[config.mk]
export PLATFORM = sky130hd
export DESIGN_NAME = half_duplex_direction_adapter
export DESIGN_NICKNAME = d
export VERILOG_FILES = /design/src/hdl/direction_adapter_pkg.sv /design/src/hdl/half_duplex_direction_adapter.sv
export SDC_FILE = /design/constraint.sdc
export NUM_CORES = 1
export LEC_CHECK = 0
export BUFFER_PORTS_ARGS = -buffer_cell sky130_fd_sc_hd__clkbuf_2
export CORE_ASPECT_RATIO = 1.25
export CORE_UTILIZATION = 25
export DETAILED_ROUTE_END_ITERATION = 8
export GPL_TIMING_DRIVEN = 0
export PLACE_DENSITY = 0.5
export SLEW_MARGIN = 5
export SYNTH_ARGS = -nofsm -noshare
export SYNTH_HDL_FRONTEND = slang
export SYNTH_SLANG_ARGS = --single-unit
[constraint.sdc]
create_clock -name core_clk -period 3.8 [get_ports core_clk]
set_clock_uncertainty 0.05 [all_clocks]
set_input_delay 0.19 -clock core_clk [delete_from_list [all_inputs] [get_ports core_clk]]
set_output_delay 0.19 -clock core_clk [all_outputs]
set_load 0.02 [all_outputs]
[src/hdl/direction_adapter_pkg.sv]
// constants for the half-duplex direction adapter
// What this block does
// - while bytes move from the rs-232 side to the rs-485 side the adapter drives the rs-485 line.
// - when idle or passing rs-485 data to the rs-232 side the rs-485 driver is released.
// - activity on the rs-232 transmit input switches to transmit direction at once.
// - receive direction returns only after the input has stayed idle for the turnaround time.
// - turnaround is 0.5, 1.0, 2.0, 4.0, 7.0 or 14.0 ms for 38.4k-115.2k, 19.2k, 9.6k, 4.8k, 2.4k, 1.2k.
// - the 3-bit baud selector codes 000 to 101 pick those rates, a raised switch reading one.
// - only rates from 1200 baud to 115.2 kbaud are accepted, codes 110 and 111 are refused.
// - the framing bit selects 10-bit characters when one and 11-bit characters when zero.
// - the orientation bit selects dte when one and dce when zero.
// - with rts following set, rts is asserted while the adapter is in receive direction, idle included, else deasserted.
// - with rts following clear, rts is held asserted whatever the direction.
// - rts is driven only in dte orientation, and the rts mode has no effect in dce.
// - in dte the adapter reads pin 2 and drives pin 3, in dce these two are swapped.
`default_nettype none
package direction_adapter_pkg;
  localparam int CLK_PERIOD_NS = 20;
  localparam int CNT_W = 20;

  // turnaround times in ms per baud class
  localparam real TA_115K_MS = 0.5;
  localparam real TA_19K_MS = 1.0;
  localparam real TA_9K6_MS = 2.0;
  localparam real TA_4K8_MS = 4.0;
  localparam real TA_2K4_MS = 7.0;
  localparam real TA_1K2_MS = 14.0;

  // least times: round up to whole clock cycles
  localparam int TA_115K_CYC = int'($ceil(TA_115K_MS * 1.0e6 / CLK_PERIOD_NS));
  localparam int TA_19K_CYC = int'($ceil(TA_19K_MS * 1.0e6 / CLK_PERIOD_NS));
  localparam int TA_9K6_CYC = int'($ceil(TA_9K6_MS * 1.0e6 / CLK_PERIOD_NS));
  localparam int TA_4K8_CYC = int'($ceil(TA_4K8_MS * 1.0e6 / CLK_PERIOD_NS));
  localparam int TA_2K4_CYC = int'($ceil(TA_2K4_MS * 1.0e6 / CLK_PERIOD_NS));
  localparam int TA_1K2_CYC = int'($ceil(TA_1K2_MS * 1.0e6 / CLK_PERIOD_NS));

  // baud selector codes
  localparam logic [2:0] BAUD_115K = 3'h0;
  localparam logic [2:0] BAUD_19K = 3'h1;
  localparam logic [2:0] BAUD_9K6 = 3'h2;
  localparam logic [2:0] BAUD_4K8 = 3'h3;
  localparam logic [2:0] BAUD_2K4 = 3'h4;
  localparam logic [2:0] BAUD_1K2 = 3'h5;

  // register map, byte addresses
  localparam int ADDR_W = 12;
  localparam logic [ADDR_W-1:0] CTRL_OFFSET = 12'h000;
  localparam logic [ADDR_W-1:0] STATUS_OFFSET = 12'h004;

  // control fields
  localparam int CTRL_BAUD_LSB = 0;
  localparam int CTRL_TEN_BIT = 3;
  localparam int CTRL_DTE = 4;
  localparam int CTRL_RTS_FOLLOW = 5;
  localparam logic [2:0] CTRL_BAUD_RST = 3'h0;
  localparam logic CTRL_TEN_BIT_RST = 1'b0;
  localparam logic CTRL_DTE_RST = 1'b0;
  localparam logic CTRL_RTS_FOLLOW_RST = 1'b1;

  // status fields
  localparam int STAT_TRANSMIT = 0;
  localparam int STAT_RTS = 1;
  localparam int STAT_RS232_IN = 2;
  localparam int STAT_RS485_IN = 3;
  localparam int STAT_REFUSED = 4;

  typedef enum logic {
    receive_phase,
    transmit_phase
  } direction_t;
endpackage : direction_adapter_pkg
`default_nettype wire

[src/hdl/half_duplex_direction_adapter.sv]
// half-duplex direction adapter between an rs-232 port and an rs-485 line
//
// Local design decisions: the placing of the registers and the APB interface to the registers.
`default_nettype none
module half_duplex_direction_adapter #(
  parameter int TA_115K_CYC = direction_adapter_pkg::TA_115K_CYC,
  parameter int TA_19K_CYC = direction_adapter_pkg::TA_19K_CYC,
  parameter int TA_9K6_CYC = direction_adapter_pkg::TA_9K6_CYC,
  parameter int TA_4K8_CYC = direction_adapter_pkg::TA_4K8_CYC,
  parameter int TA_2K4_CYC = direction_adapter_pkg::TA_2K4_CYC,
  parameter int TA_1K2_CYC = direction_adapter_pkg::TA_1K2_CYC
) (
  input wire logic core_clk,
  input wire logic rstn,
  // apb slave
  input wire logic psel,
  input wire logic penable,
  input wire logic pwrite,
  input wire logic [direction_adapter_pkg::ADDR_W-1:0] paddr,
  input wire logic [31:0] pwdata,
  output logic [31:0] prdata,
  output logic pready,
  output logic pslverr,
  // rs-232 data pins 2 and 3
  input wire logic pin2_i,
  output logic pin2_o,
  output logic pin2_oe,
  input wire logic pin3_i,
  output logic pin3_o,
  output logic pin3_oe,
  // rs-232 rts
  output logic rts_o,
  output logic rts_oe,
  // rs-485 line
  input wire logic line_i,
  output logic line_o,
  output logic line_oe,
  // framing selection toward the link
  output logic ten_bit_frame
);

  localparam int CW = direction_adapter_pkg::CNT_W;

  // turnaround count for a baud code
  function automatic logic [CW-1:0] turnaround_cycles(input logic [2:0] code);
    logic [CW-1:0] n;
    n = CW'(TA_1K2_CYC);
    unique case (code)
      direction_adapter_pkg::BAUD_115K: n = CW'(TA_115K_CYC);
      direction_adapter_pkg::BAUD_19K: n = CW'(TA_19K_CYC);
      direction_adapter_pkg::BAUD_9K6: n = CW'(TA_9K6_CYC);
      direction_adapter_pkg::BAUD_4K8: n = CW'(TA_4K8_CYC);
      direction_adapter_pkg::BAUD_2K4: n = CW'(TA_2K4_CYC);
      default: n = CW'(TA_1K2_CYC);
    endcase
    return n;
  endfunction : turnaround_cycles

  // a register is selected when the address equals its byte offset
  function automatic logic addr_hits(input logic [direction_adapter_pkg::ADDR_W-1:0] a,
                                     input logic [direction_adapter_pkg::ADDR_W-1:0] off);
    return (a == off);
  endfunction : addr_hits

  // input synchronisers: two flops on every pin before any logic reads it
  logic [1:0] pin2_sync_q;
  logic [1:0] pin2_sync_d;
  logic [1:0] pin3_sync_q;
  logic [1:0] pin3_sync_d;
  logic [1:0] line_sync_q;
  logic [1:0] line_sync_d;

  always_comb begin
    pin2_sync_d = {pin2_sync_q[0], pin2_i};
    pin3_sync_d = {pin3_sync_q[0], pin3_i};
    line_sync_d = {line_sync_q[0], line_i};
  end

  always_ff @(posedge core_clk or negedge rstn) begin
    if (!rstn) begin
      pin2_sync_q <= 2'h3;
      pin3_sync_q <= 2'h3;
      line_sync_q <= 2'h3;
    end else begin
      pin2_sync_q <= pin2_sync_d;
      pin3_sync_q <= pin3_sync_d;
      line_sync_q <= line_sync_d;
    end
  end

  // control register
  logic [2:0] baud_q;
  logic [2:0] baud_d;
  logic ten_bit_q;
  logic ten_bit_d;
  logic dte_q;
  logic dte_d;
  logic rts_follow_q;
  logic rts_follow_d;
  logic refused_q;
  logic refused_d;

  logic ctrl_hit;
  logic stat_hit;
  logic wr_ctrl;
  logic [2:0] wr_baud;

  assign ctrl_hit = addr_hits(paddr, direction_adapter_pkg::CTRL_OFFSET);
  assign stat_hit = addr_hits(paddr, direction_adapter_pkg::STATUS_OFFSET);
  assign wr_baud = pwdata[direction_adapter_pkg::CTRL_BAUD_LSB +: 3];
  assign wr_ctrl = psel && penable && pready && pwrite && ctrl_hit;

  always_comb begin
    baud_d = baud_q;
    ten_bit_d = ten_bit_q;
    dte_d = dte_q;
    rts_follow_d = rts_follow_q;
    refused_d = refused_q;
    if (wr_ctrl) begin
      ten_bit_d = pwdata[direction_adapter_pkg::CTRL_TEN_BIT];
      dte_d = pwdata[direction_adapter_pkg::CTRL_DTE];
      rts_follow_d = pwdata[direction_adapter_pkg::CTRL_RTS_FOLLOW];
      // refused baud codes leave the rate unchanged
      if (wr_baud > direction_adapter_pkg::BAUD_1K2) begin
        refused_d = 1'b1;
      end else begin
        baud_d = wr_baud;
        refused_d = 1'b0;
      end
    end
  end

  always_ff @(posedge core_clk or negedge rstn) begin
    if (!rstn) begin
      baud_q <= direction_adapter_pkg::CTRL_BAUD_RST;
      ten_bit_q <= direction_adapter_pkg::CTRL_TEN_BIT_RST;
      dte_q <= direction_adapter_pkg::CTRL_DTE_RST;
      rts_follow_q <= direction_adapter_pkg::CTRL_RTS_FOLLOW_RST;
      refused_q <= 1'b0;
    end else begin
      baud_q <= baud_d;
      ten_bit_q <= ten_bit_d;
      dte_q <= dte_d;
      rts_follow_q <= rts_follow_d;
      refused_q <= refused_d;
    end
  end

  // direction control
  direction_adapter_pkg::direction_t dir_q;
  direction_adapter_pkg::direction_t dir_d;
  logic [CW-1:0] idle_cnt_q;
  logic [CW-1:0] idle_cnt_d;
  logic src_prev_q;
  logic src_prev_d;
  logic src_level;

  // rs-232 transmit data enters on pin 2 in dte, on pin 3 in dce
  assign src_level = dte_q ? pin2_sync_q[1] : pin3_sync_q[1];

  // the idle count only runs in transmit direction
  always_comb begin
    dir_d = dir_q;
    idle_cnt_d = idle_cnt_q;
    src_prev_d = src_level;
    unique case (dir_q)
      direction_adapter_pkg::receive_phase: begin
        idle_cnt_d = '0;
        if (!src_level) begin
          dir_d = direction_adapter_pkg::transmit_phase;
        end
      end
      direction_adapter_pkg::transmit_phase: begin
        if (!src_level || (src_level != src_prev_q)) begin
          idle_cnt_d = '0;
        end else if (idle_cnt_q + CW'(1) >= turnaround_cycles(baud_q)) begin
          dir_d = direction_adapter_pkg::receive_phase;
          idle_cnt_d = '0;
        end else begin
          idle_cnt_d = idle_cnt_q + CW'(1);
        end
      end
    endcase
  end

  always_ff @(posedge core_clk or negedge rstn) begin
    if (!rstn) begin
      dir_q <= direction_adapter_pkg::receive_phase;
      idle_cnt_q <= '0;
      src_prev_q <= 1'b1;
    end else begin
      dir_q <= dir_d;
      idle_cnt_q <= idle_cnt_d;
      src_prev_q <= src_prev_d;
    end
  end

  // pin drivers
  logic tx_dir;
  logic rs232_out;
  logic line_o_d;
  logic line_oe_d;
  logic pin2_o_d;
  logic pin2_oe_d;
  logic pin3_o_d;
  logic pin3_oe_d;
  logic rts_o_d;
  logic rts_oe_d;

  assign tx_dir = (dir_d == direction_adapter_pkg::transmit_phase);
  // rs-485 data reaches the rs-232 device only in receive direction
  assign rs232_out = tx_dir ? 1'b1 : line_sync_q[1];

  always_comb begin
    // drive the rs-485 line only in transmit direction, entering at once
    line_oe_d = tx_dir;
    line_o_d = tx_dir ? src_level : 1'b1;
    // rs-485 data goes back toward the rs-232 device on the output pin
    pin2_oe_d = !dte_q;
    pin3_oe_d = dte_q;
    pin2_o_d = rs232_out;
    pin3_o_d = rs232_out;
    // in dte, rts asserted while the controller may transmit, i.e. adapter receiving; in dce held low
    rts_oe_d = dte_q;
    if (!dte_q) begin
      rts_o_d = 1'b0;
    end else if (rts_follow_q) begin
      rts_o_d = !tx_dir;
    end else begin
      rts_o_d = 1'b1;
    end
  end

  // every pin output is registered
  always_ff @(posedge core_clk or negedge rstn) begin
    if (!rstn) begin
      line_o <= 1'b1;
      line_oe <= 1'b0;
      pin2_o <= 1'b1;
      pin2_oe <= 1'b0;
      pin3_o <= 1'b1;
      pin3_oe <= 1'b0;
      rts_o <= 1'b0;
      rts_oe <= 1'b0;
      ten_bit_frame <= 1'b0;
    end else begin
      line_o <= line_o_d;
      line_oe <= line_oe_d;
      pin2_o <= pin2_o_d;
      pin2_oe <= pin2_oe_d;
      pin3_o <= pin3_o_d;
      pin3_oe <= pin3_oe_d;
      rts_o <= rts_o_d;
      rts_oe <= rts_oe_d;
      ten_bit_frame <= ten_bit_q;
    end
  end

  // apb answer
  logic pready_d;
  logic pslverr_d;
  logic [31:0] prdata_d;
  logic mapped;

  assign mapped = ctrl_hit || stat_hit;

  // one wait state: pready rises in the second access cycle and stands one cycle
  always_comb begin
    pready_d = psel && penable && !pready;
    pslverr_d = pready_d && !mapped;
    prdata_d = '0;
    // read data is zero except in the cycle pready stands
    if (pready_d && !pwrite) begin
      if (ctrl_hit) begin
        prdata_d[direction_adapter_pkg::CTRL_BAUD_LSB +: 3] = baud_q;
        prdata_d[direction_adapter_pkg::CTRL_TEN_BIT] = ten_bit_q;
        prdata_d[direction_adapter_pkg::CTRL_DTE] = dte_q;
        prdata_d[direction_adapter_pkg::CTRL_RTS_FOLLOW] = rts_follow_q;
      end else if (stat_hit) begin
        // status is read-only; writes to it are ignored
        prdata_d[direction_adapter_pkg::STAT_TRANSMIT] =
          (dir_q == direction_adapter_pkg::transmit_phase);
        prdata_d[direction_adapter_pkg::STAT_RTS] = rts_o;
        prdata_d[direction_adapter_pkg::STAT_RS232_IN] = src_level;
        prdata_d[direction_adapter_pkg::STAT_RS485_IN] = line_sync_q[1];
        prdata_d[direction_adapter_pkg::STAT_REFUSED] = refused_q;
      end
    end
  end

  always_ff @(posedge core_clk or negedge rstn) begin
    if (!rstn) begin
      pready <= 1'b0;
      pslverr <= 1'b0;
      prdata <= '0;
    end else begin
      pready <= pready_d;
      pslverr <= pslverr_d;
      prdata <= prdata_d;
    end
  end

endmodule : half_duplex_direction_adapter
`default_nettype wire

# Word-level counts from Yosys, hierarchy flattened
# Cells that the tools add are included.
[totals]
ff_bits = 49
latch_bits = 0
mem_bits_rw = 0
romBits = 0
inputBits = 52
output_inout_bits = 43
word_cells = 69
memories = 0
[op_classes]
n_addsub = 1
multipliers = 0
n_div = 0
magnitude_cmp = 2
eq_ne = 6
n_shift = 0
mux = 20
bitwise_logic = 2
reduce_logical = 18
[op_table]
columns = ["operator", "count"]
rows = [
  ["$pmux W20 S5", 1],
  ["$mux W20", 4],
  ["$pmux W20 S2", 1],
  ["$add A20 B1 Y20 const B", 1],
  ["$ge A20 B20 Y1", 1],
  ["$eq A12 B3 Y1 const B", 1],
  ["$logic_not A12 Y1", 1],
  ["$mux W1", 10],
  ["$mux W5", 2],
  ["$logic_and A1 B1 Y1", 7],
  ["$eq A3 B2 Y1 const B", 2],
  ["$logic_not A1 Y1", 6],
  ["$mux W6", 1],
  ["$eq A3 B1 Y1 const B", 1],
  ["$eq A3 B3 Y1 const B", 1],
  ["$gt A3 B3 Y1 const B", 1],
  ["$logic_not A3 Y1", 1],
  ["$logic_or A1 B1 Y1", 2],
  ["$not A1 Y1", 2],
  ["$pmux W1 S2", 1],
  ["$reduce_and A2 Y1", 1],
  ["$ne A1 B1 Y1", 1],
]

# Longest topological paths before layout
# Gate-level depths: netlist (run 1).
[depth]
depth_word = 12
depth_mapped = 12
mapped_depth_nobuf = 11

# Worst setup path after synthesis (run 1)
# No wires, ideal clock.
[synth_path]
kind = "register to register"
start = "reg idle_cnt_q[3]"
end = "reg idle_cnt_q[2]"
setup_ns = 0.132
t_arrival_ns = 2.514
t_required_ns = 3.618
slack_ns = 1.105
stages_incl_launch_ff = 12
path_buffers = 1
synth_period_minus_slack_ns = 2.695
cell_sequence = "dfrtp_1 nand3_1 nor4_4 nand4_1 xnor2_1 ha_1 nand4_1 nor4_1 o21ai_0 o2111ai_1 clkbuf_1 nor2_1"
[synth_via]
elab_chain_cells = 5
[synth_rtl]
columns = ["item", "line_no", "rtl"]
rows = [
  ["from (decl)", "half_duplex_direction_adapter.sv:152", "logic [CW-1:0] idle_cnt_q;"],
  ["from (signal assigned)", "half_duplex_direction_adapter.sv:193", "idle_cnt_q <= idle_cnt_d;"],
  ["$add A20 B1 Y20", "half_duplex_direction_adapter.sv:176", "end else if (idle_cnt_q + CW'(1) >= turnaround_cycles(baud_q)) begin"],
  ["$ge A20 B20 Y1", "half_duplex_direction_adapter.sv:176", ""],
  ["$mux W20", "half_duplex_direction_adapter.sv:176", ""],
  ["$mux W20", "half_duplex_direction_adapter.sv:174", "if (!src_level || (src_level != src_prev_q)) begin"],
  ["$pmux W20 S2", "half_duplex_direction_adapter.sv:166", "unique case (dir_q)"],
  ["named net idle_cnt_d[2]", "half_duplex_direction_adapter.sv:153", "logic [CW-1:0] idle_cnt_d;"],
]
# The timed path passes the listed nets, and every way through them passes these cells.
# A chain may end at the register's enable or synchronous reset.

# Final worst setup path (run 1)
[layout_path]
start = "reg idle_cnt_q[3]"
end = "reg idle_cnt_q[19]"
[layout_via]
elab_chain_cells = 5
[layout_rtl]
columns = ["item", "line_no"]
rows = [
  ["$add A20 B1 Y20 (*)", "half_duplex_direction_adapter.sv:176, half_duplex_direction_adapter.sv:180"],
  ["$ge A20 B20 Y1", "half_duplex_direction_adapter.sv:176"],
  ["$mux W20 (*)", "half_duplex_direction_adapter.sv:176"],
  ["$mux W20 (*)", "half_duplex_direction_adapter.sv:174"],
  ["$pmux W20 S2 (*)", "half_duplex_direction_adapter.sv:166"],
  ["named net idle_cnt_d[19]", "half_duplex_direction_adapter.sv:153"],
]
# The timed path passes the listed nets; every way through them passes the cells marked *.

==> run summary, run 1 <==
H-tree depth: 2
Vias in the first global route: 2029
Antenna-violating nets left: 0
Netlist cell types: 43
Fmax: 0.303 GHz
Least-Margin Pin Slew: 569 ps
Worst skew pair latency: 290 ps
Die Area: 11500 sq um
Max incr delay on CP: 480 ps
CTS tree: done
R2r setup slk: 500 ps
Slew headroom: 62.1%
Largest net degree at the start of global routing: 50
Routed via count: 2046
Routed Wire Length: 5710 microns
Diodes inserted: 0
Top cells by area, synth: dfrtp_1, dfstp_2, ha_1, buf_4, xnor2_1
P_leak: 1.72 nW
First-pass GRT wire length: 9400 microns
Tot Pwr: 1.13 mW
Row count: 42
Synth top area share: 35.2%
Port Buffer Count: 41
Seq. cell area: 1240 sq um
Critical-path top delay cell: nor4_4
Pwr dens: 327 nW/um^2
GRT Residual Overflow: 0
Startpoint Class: flip-flop
Min cycle time layout: 3300 ps
Syn Area/Cell: 10.2 sq um
DR WL/cell: 11.9 microns
Inst Count DP: 469
DR vias/cell: 4.24
EDFF count, synth: 0
Fin util: 32.5%
Share of post-route cells with drive strength above 1: 28.6%
Post-route clock period utilization: 86.9%
Max FO, Critical Path: 10
Final slew viol count: 0
Max cap viols: 0
Crit end category: flip-flop
All-Layer GR Usage: 10.6%
Synth Register Bits: 49
Setup TNS: 0 ps
Non-filler instance count after layout: 482
Final nets: 419
R2R Path End: idle_cnt_q[19]$_DFF_PN0_
CP Class: reg2reg
Post-synthesis instance total: 271
Initial Util: 26.0%
Critical Path AT: 3410 ps
Post-synth top area cell: dfrtp_1
CTS root buf: clkbuf_16
Crit-path cells: nand3_1 > nor4_4 > nand4_1 > xnor2_1 > ha_1 > nand4_1 > nor4_1 > o21ai_0 > o2111ai_1 > clkbuf_1 > nor2b_1
Worst R2R Start: idle_cnt_q[3]$_DFF_PN0_
HP Class: in2reg
Initial antenna violation count: 0
Top cell by count, worst path: nand4_1
DPL Wire Length: 4350 microns
RD Place Congestion: 0.795
Synthesized area: 2770 sq um
Crit. Startpoint: idle_cnt_q[3]$_DFF_PN0_
Die width: 96.2 microns
Clock transition at the registers of the reported paths: 70 ps
Clk buf depth: 2
Area growth from synthesis to layout: 25.1%
I/O Pins: 95
Drt drc: 0
Synth warnings: 0
Asr flop ratio synth: 100%
Fill cells: 1116
End point of the critical path: idle_cnt_q[19]$_DFF_PN0_
# setup viols final: 0
Initial DRC Count: 77
Post-synthesis sequential area ratio: 44.7%
Total CTS buffers: 5
VDD IR max: 153 uV
Die height: 120 microns
Router iterations before antenna repair: 4
Final Hold Viols: 0
Total clock sinks: 49
Footprint of the multi-input gates: 1350 sq um
Status: complete, no violations
Top FF cell, synth: dfrtp_1
Total core area: 10700 sq um
Unrepaired setup endpoints after global routing: no
R2R cell count: 11
Worst EP required: 3910 ps
## flip-flops by register name, indices dropped and copies added (netlist names), 2 cells and up
name         flops
baud_q           3
idle_cnt_q      20
line_sync_q      2
pin2_sync_q      2
pin3_sync_q      2
prdata           6
## where the power goes
part           total (mW)  switching [mW]  internal [mW]
Clock               0.507           0.196          0.312
Combinational      0.0916          0.0539         0.0378
Sequential          0.535         0.00396          0.531
Total                1.13           0.253          0.881
## what timing repair did
action / CTS / global route
resized for setup: 0 / 0
endpoints found under the hold margin: 3 / 20
buffers inserted: 0 / 0
endpoints found under the setup margin: 0 / 0
hold buffers: 3 / 1
## placed cells by master, fill, tap and decap left out, drive strengths merged, types with 2 or more instances in the layout
cell type    instances
a21o                 4
a21oi               12
and2                 2
and3                 5
buf                 31
clkbuf              54
conb                26
dfrtp               39
dfstp               10
dlygate4sd3          4
ha                  18
inv                  5
mux2                 5
mux2i                4
nand2               21
nand3                9
nand4                8
nor2                18
nor2b               18
nor3                 7
nor3b                2
nor4                 4
o21ai                7
o22a                 2
or4                  2
xnor2               14
xor2                 6
## routing by layer
| metal | global-route usage, % | up-vias | wire length [microns] | share of wire (%) |
|---|---|---|---|---|
| met4 | 3.82 | 0 | 127 | 2.2 |
| met5 | 0 | - | 0 | 0 |
| met2 | 18.2 | 72 | 2930 | 51 |
| met1 | 12.4 | 936 | 2350 | 41 |
| li1 | - | 1027 | - | - |
| met3 | 2.66 | 11 | 306 | 5.4 |
## cell families after synthesis
| group | share of synthesized area, % |
|---|---|
| and+or+nand+nor | 19.3 |
| DFF | 44.7 |
| buffers and inverters | 9.89 |
| AOI/OAI and AO/OA | 7.63 |
| xor gates and xnor gates | 6.32 |
| adders and majority gates | 8.13 |
| muxes | 3.88 |
| other | 0.135 |
## worst max-delay path: cells and delay by family (launching register included)
kind                     cells  cell delay (ps)
AO/OA/AOI/OAI                2              370
XOR/XNOR                     1              180
adder cells (fa/ha/maj)      1              310
buffers and inverters        1              410
flip-flops                   1              420
AND/OR/NAND/NOR              6             1430
## cell type report
type                            instances  area share [%]
Clock buffer                            5            3.61
Clock inverter                          3            1.34
Buffer                                 38            7.36
Tap cell                              132            4.77
Inverter                                5           0.542
Timing Repair Buffer                   46            7.65
Multi-Input combinational cell        204            39.0
Sequential cell                        49            35.7
## how the worst min path moves through the flow
stage,from,endpoint,slack [ps],depth (start not counted)
finish,pwdata[0],baud_q[0]$_DFFE_PN0P_,80,2
global placement,line_i,line_sync_q[0]$_DFF_PN1_,230,1
floorplan,rstn,baud_q[0]$_DFFE_PN0P_,-160,0
detailed placement,pin2_i,pin2_sync_q[0]$_DFF_PN1_,230,1
global route,pwdata[3],ten_bit_q$_DFFE_PN0P_,70,2
CTS,pwdata[3],ten_bit_q$_DFFE_PN0P_,70,2
## cell usage after synthesis (all sizes together), types with 5 or more instances
master and instances:
a21oi 12, and3 5, buf 29, clkbuf 9, dfrtp 39, dfstp 10
ha 18, inv 5, mux2 5, nand2 21, nand3 9, nand4 8
nor2 18, nor2b 18, nor3 7, o21ai 7, xnor2 14, xor2 6
## through the flow
stage | area (sq um) | worst slack [ps] | hold WS, ps
floorplan | 2860 | 1100 | -156
global placement | 3230 | 502 | 229
detailed placement | 3230 | 448 | 229
CTS | 3440 | 414 | 73.7
global route | 3470 | 215 | 73.7
finish | 3470 | 500 | 77.9
No activity file was read; power rests on OpenSTA's default activity.
==> run 2: changes to the inputs <==
- CORE_UTILIZATION: 25 -> 45
- PLACE_DENSITY: 0.5 -> 0.77
==> run summary, run 2 (synthesis results as in run 1) <==
Inst Count DP: 419 (-11%)
Least-Margin Pin Slew: 1020 ps (+449 ps)
Final nets: 417 (-0.48%)
Fmax: 0.310 GHz (+2.2%)
Area growth from synthesis to layout: 19.1%
Failing checks: negative hold slack
I/O Pins: 95 (unchanged)
Worst hold slack: -7.18 ps (-85.0 ps)
Initial antenna violation count: 0 (unchanged)
Die height: 89.7 microns (-25%)
Antenna-violating nets left: 0 (unchanged)
P_leak: 1.68 nW (-2.5%)
Total core area: 5860 sq um (-45%)
Slew headroom: 32.2% (-30 points)
Initial Util: 47.3% (+21 points)
VDD IR max: 228 uV (+49%)
All-Layer GR Usage: 17.1% (+6.5 points)
First-pass GRT wire length: 8470 microns (-9.8%)
Port Buffer Count: 41 (unchanged)
Critical Path AT: 3370 ps (-40 ps)
Die width: 72.2 microns (-25%)
Pwr dens: 290 nW/um^2 (-11%)
DR WL/cell: 12.0 microns (+1.4%)
Worst skew pair latency: 310 ps (+20 ps)
Setup TNS: 0 ps (unchanged)
Router iterations before antenna repair: 4 (unchanged)
CTS root buf: clkbuf_8
Post-CTS Resized: 0 (unchanged)
Status: complete, but fails checks
Non-filler instance count after layout: 430 (-11%)
# setup viols final: 0 (unchanged)
HP Class: in2async
Largest net degree at the start of global routing: 50 (unchanged)
Fill cells: 517 (-54%)
Clk buf depth: 2 (unchanged)
GRT Residual Overflow: 0 (unchanged)
RD Place Congestion: 0.808 (+1.7%)
Startpoint Class: flip-flop
Max FO, Critical Path: 10 (unchanged)
Largest registers: idle_cnt_q: 20 flops, prdata: 6 flops, baud_q: 3 flops
Fin util: 56.3% (+24 points)
Routed via count: 2020 (-1.3%)
Crit end category: flip-flop
Post-route clock period utilization: 85.0% (-1.8 points)
Row count: 31 (-26%)
Worst EP required: 3940 ps (+30 ps)
Routed Wire Length: 5170 microns (-9.5%)
DPL Wire Length: 4030 microns (-7.2%)
Total clock sinks: 49 (unchanged)
Initial DRC Count: 56 (-27%)
Max cap viols: 0 (unchanged)
Clock transition at the registers of the reported paths: 100 ps (+30 ps)
Most common cell after layout, fill and taps aside: clkbuf_2
Die Area: 6480 sq um (-44%)
Final Hold Viols: 12 (+12)
Diodes inserted: 0 (unchanged)
CP Class: reg2reg
Drt drc: 0 (unchanged)
Vias in the first global route: 2018 (-0.54%)
Unrepaired setup endpoints after global routing: no
Min cycle time layout: 3230 ps (-69.7 ps)
CTS tree: done
Total CTS buffers: 5 (unchanged)
H-tree depth: 2 (unchanged)
Most frequent cells in the layout: clkbuf_2, dfrtp_1, buf_4
Number of flip-flops in the largest register: 20 (unchanged)
Register name with the most flops: idle_cnt_q
Share of post-route cells with drive strength above 1: 28.4% (-0.12 points)
Final slew viol count: 0 (unchanged)
DR vias/cell: 4.70 (+11%)
## run 2: cell count changes in the layout (fill, tap and decap cells not counted)
cell / change
clkinvlp_4: -1
bufinv_16: -1
dlygate4sd3_1: -1
clkbuf_16: -5
buf_12: -1
inv_8: +1
inv_6: +2
clkinv_4: -1
clkbuf_8: +5
## run 2: final timing paths
path	cells past startpoint	startpoint	slack, ps	endpoint
worst max-delay path	11	idle_cnt_q[3]$_DFF_PN0_	570	idle_cnt_q[2]$_DFF_PN0_
worst min-delay path	1	rstn	-7	idle_cnt_q[1]$_DFF_PN0_
worst max register to register	11	idle_cnt_q[3]$_DFF_PN0_	570	idle_cnt_q[2]$_DFF_PN0_
worst min register to register	0	line_sync_q[0]$_DFF_PN1_	310	line_sync_q[1]$_DFF_PN1_
max in group asynchronous	1	rstn	3070	dte_q$_DFFE_PN0P_
min in group core_clk	2	pwdata[0]	50	baud_q[0]$_DFFE_PN0P_
## run 2: per-layer routing
layer / track usage (%) / part of all wire (%)
met1: 18.4 / 40
met2: 30.1 / 52
met3: 4.26 / 4.9
met4: 8.66 / 3.0
met5: 0 / 0
## run 2: repair_timing
action                    CTS  global route
hold endpoints to repair    3             0
setup buffers               0             0
hold buffers                3             0
## run 2: metrics by stage
stage / instance area [sq um] / setup slack [ps] / total power [mW]
6_report: 3300 / 569 / 0.956
5_1_grt: 3300 / 346 / 0.995
4_1_cts: 3300 / 600 / 0.968
3_5_place_dp: 3170 / 621 / 0.630
3_3_place_gp: 3170 / 672 / 0.629
2_1_floorplan: 2860 / 1100 / 0.601
## run 2: cell type report
class	instances	area [sq um]	share of cell area [%]
tap	82	103	3.11
sequential	49	1240	37.5
inverter	5	18.8	0.569
multi-input combinational	204	1350	41.0
clock buffer	5	68.8	2.09
buffer	38	255	7.74
clock inverter	3	28.8	0.872
timing repair buffer	44	235	7.13
## run 2: worst max-delay path, cell delays in order, from the launching register on
cell,delay [ps]
dfrtp_1,440
nand3_1,170
nor4_4,490
nand4_1,170
xnor2_1,170
ha_1,310
nand4_1,170
nor4_1,290
o21ai_0,200
o2111ai_1,160
clkbuf_1,390
nor2_1,100
## run 2: report_power, final
group          internal (mW)  total, mW  switching (mW)  leakage, nW
combinational         0.0351     0.0879          0.0528        0.987
clock                  0.139      0.334           0.195       0.0511
sequential             0.531      0.535         0.00369        0.637
total                  0.705      0.956           0.251         1.68
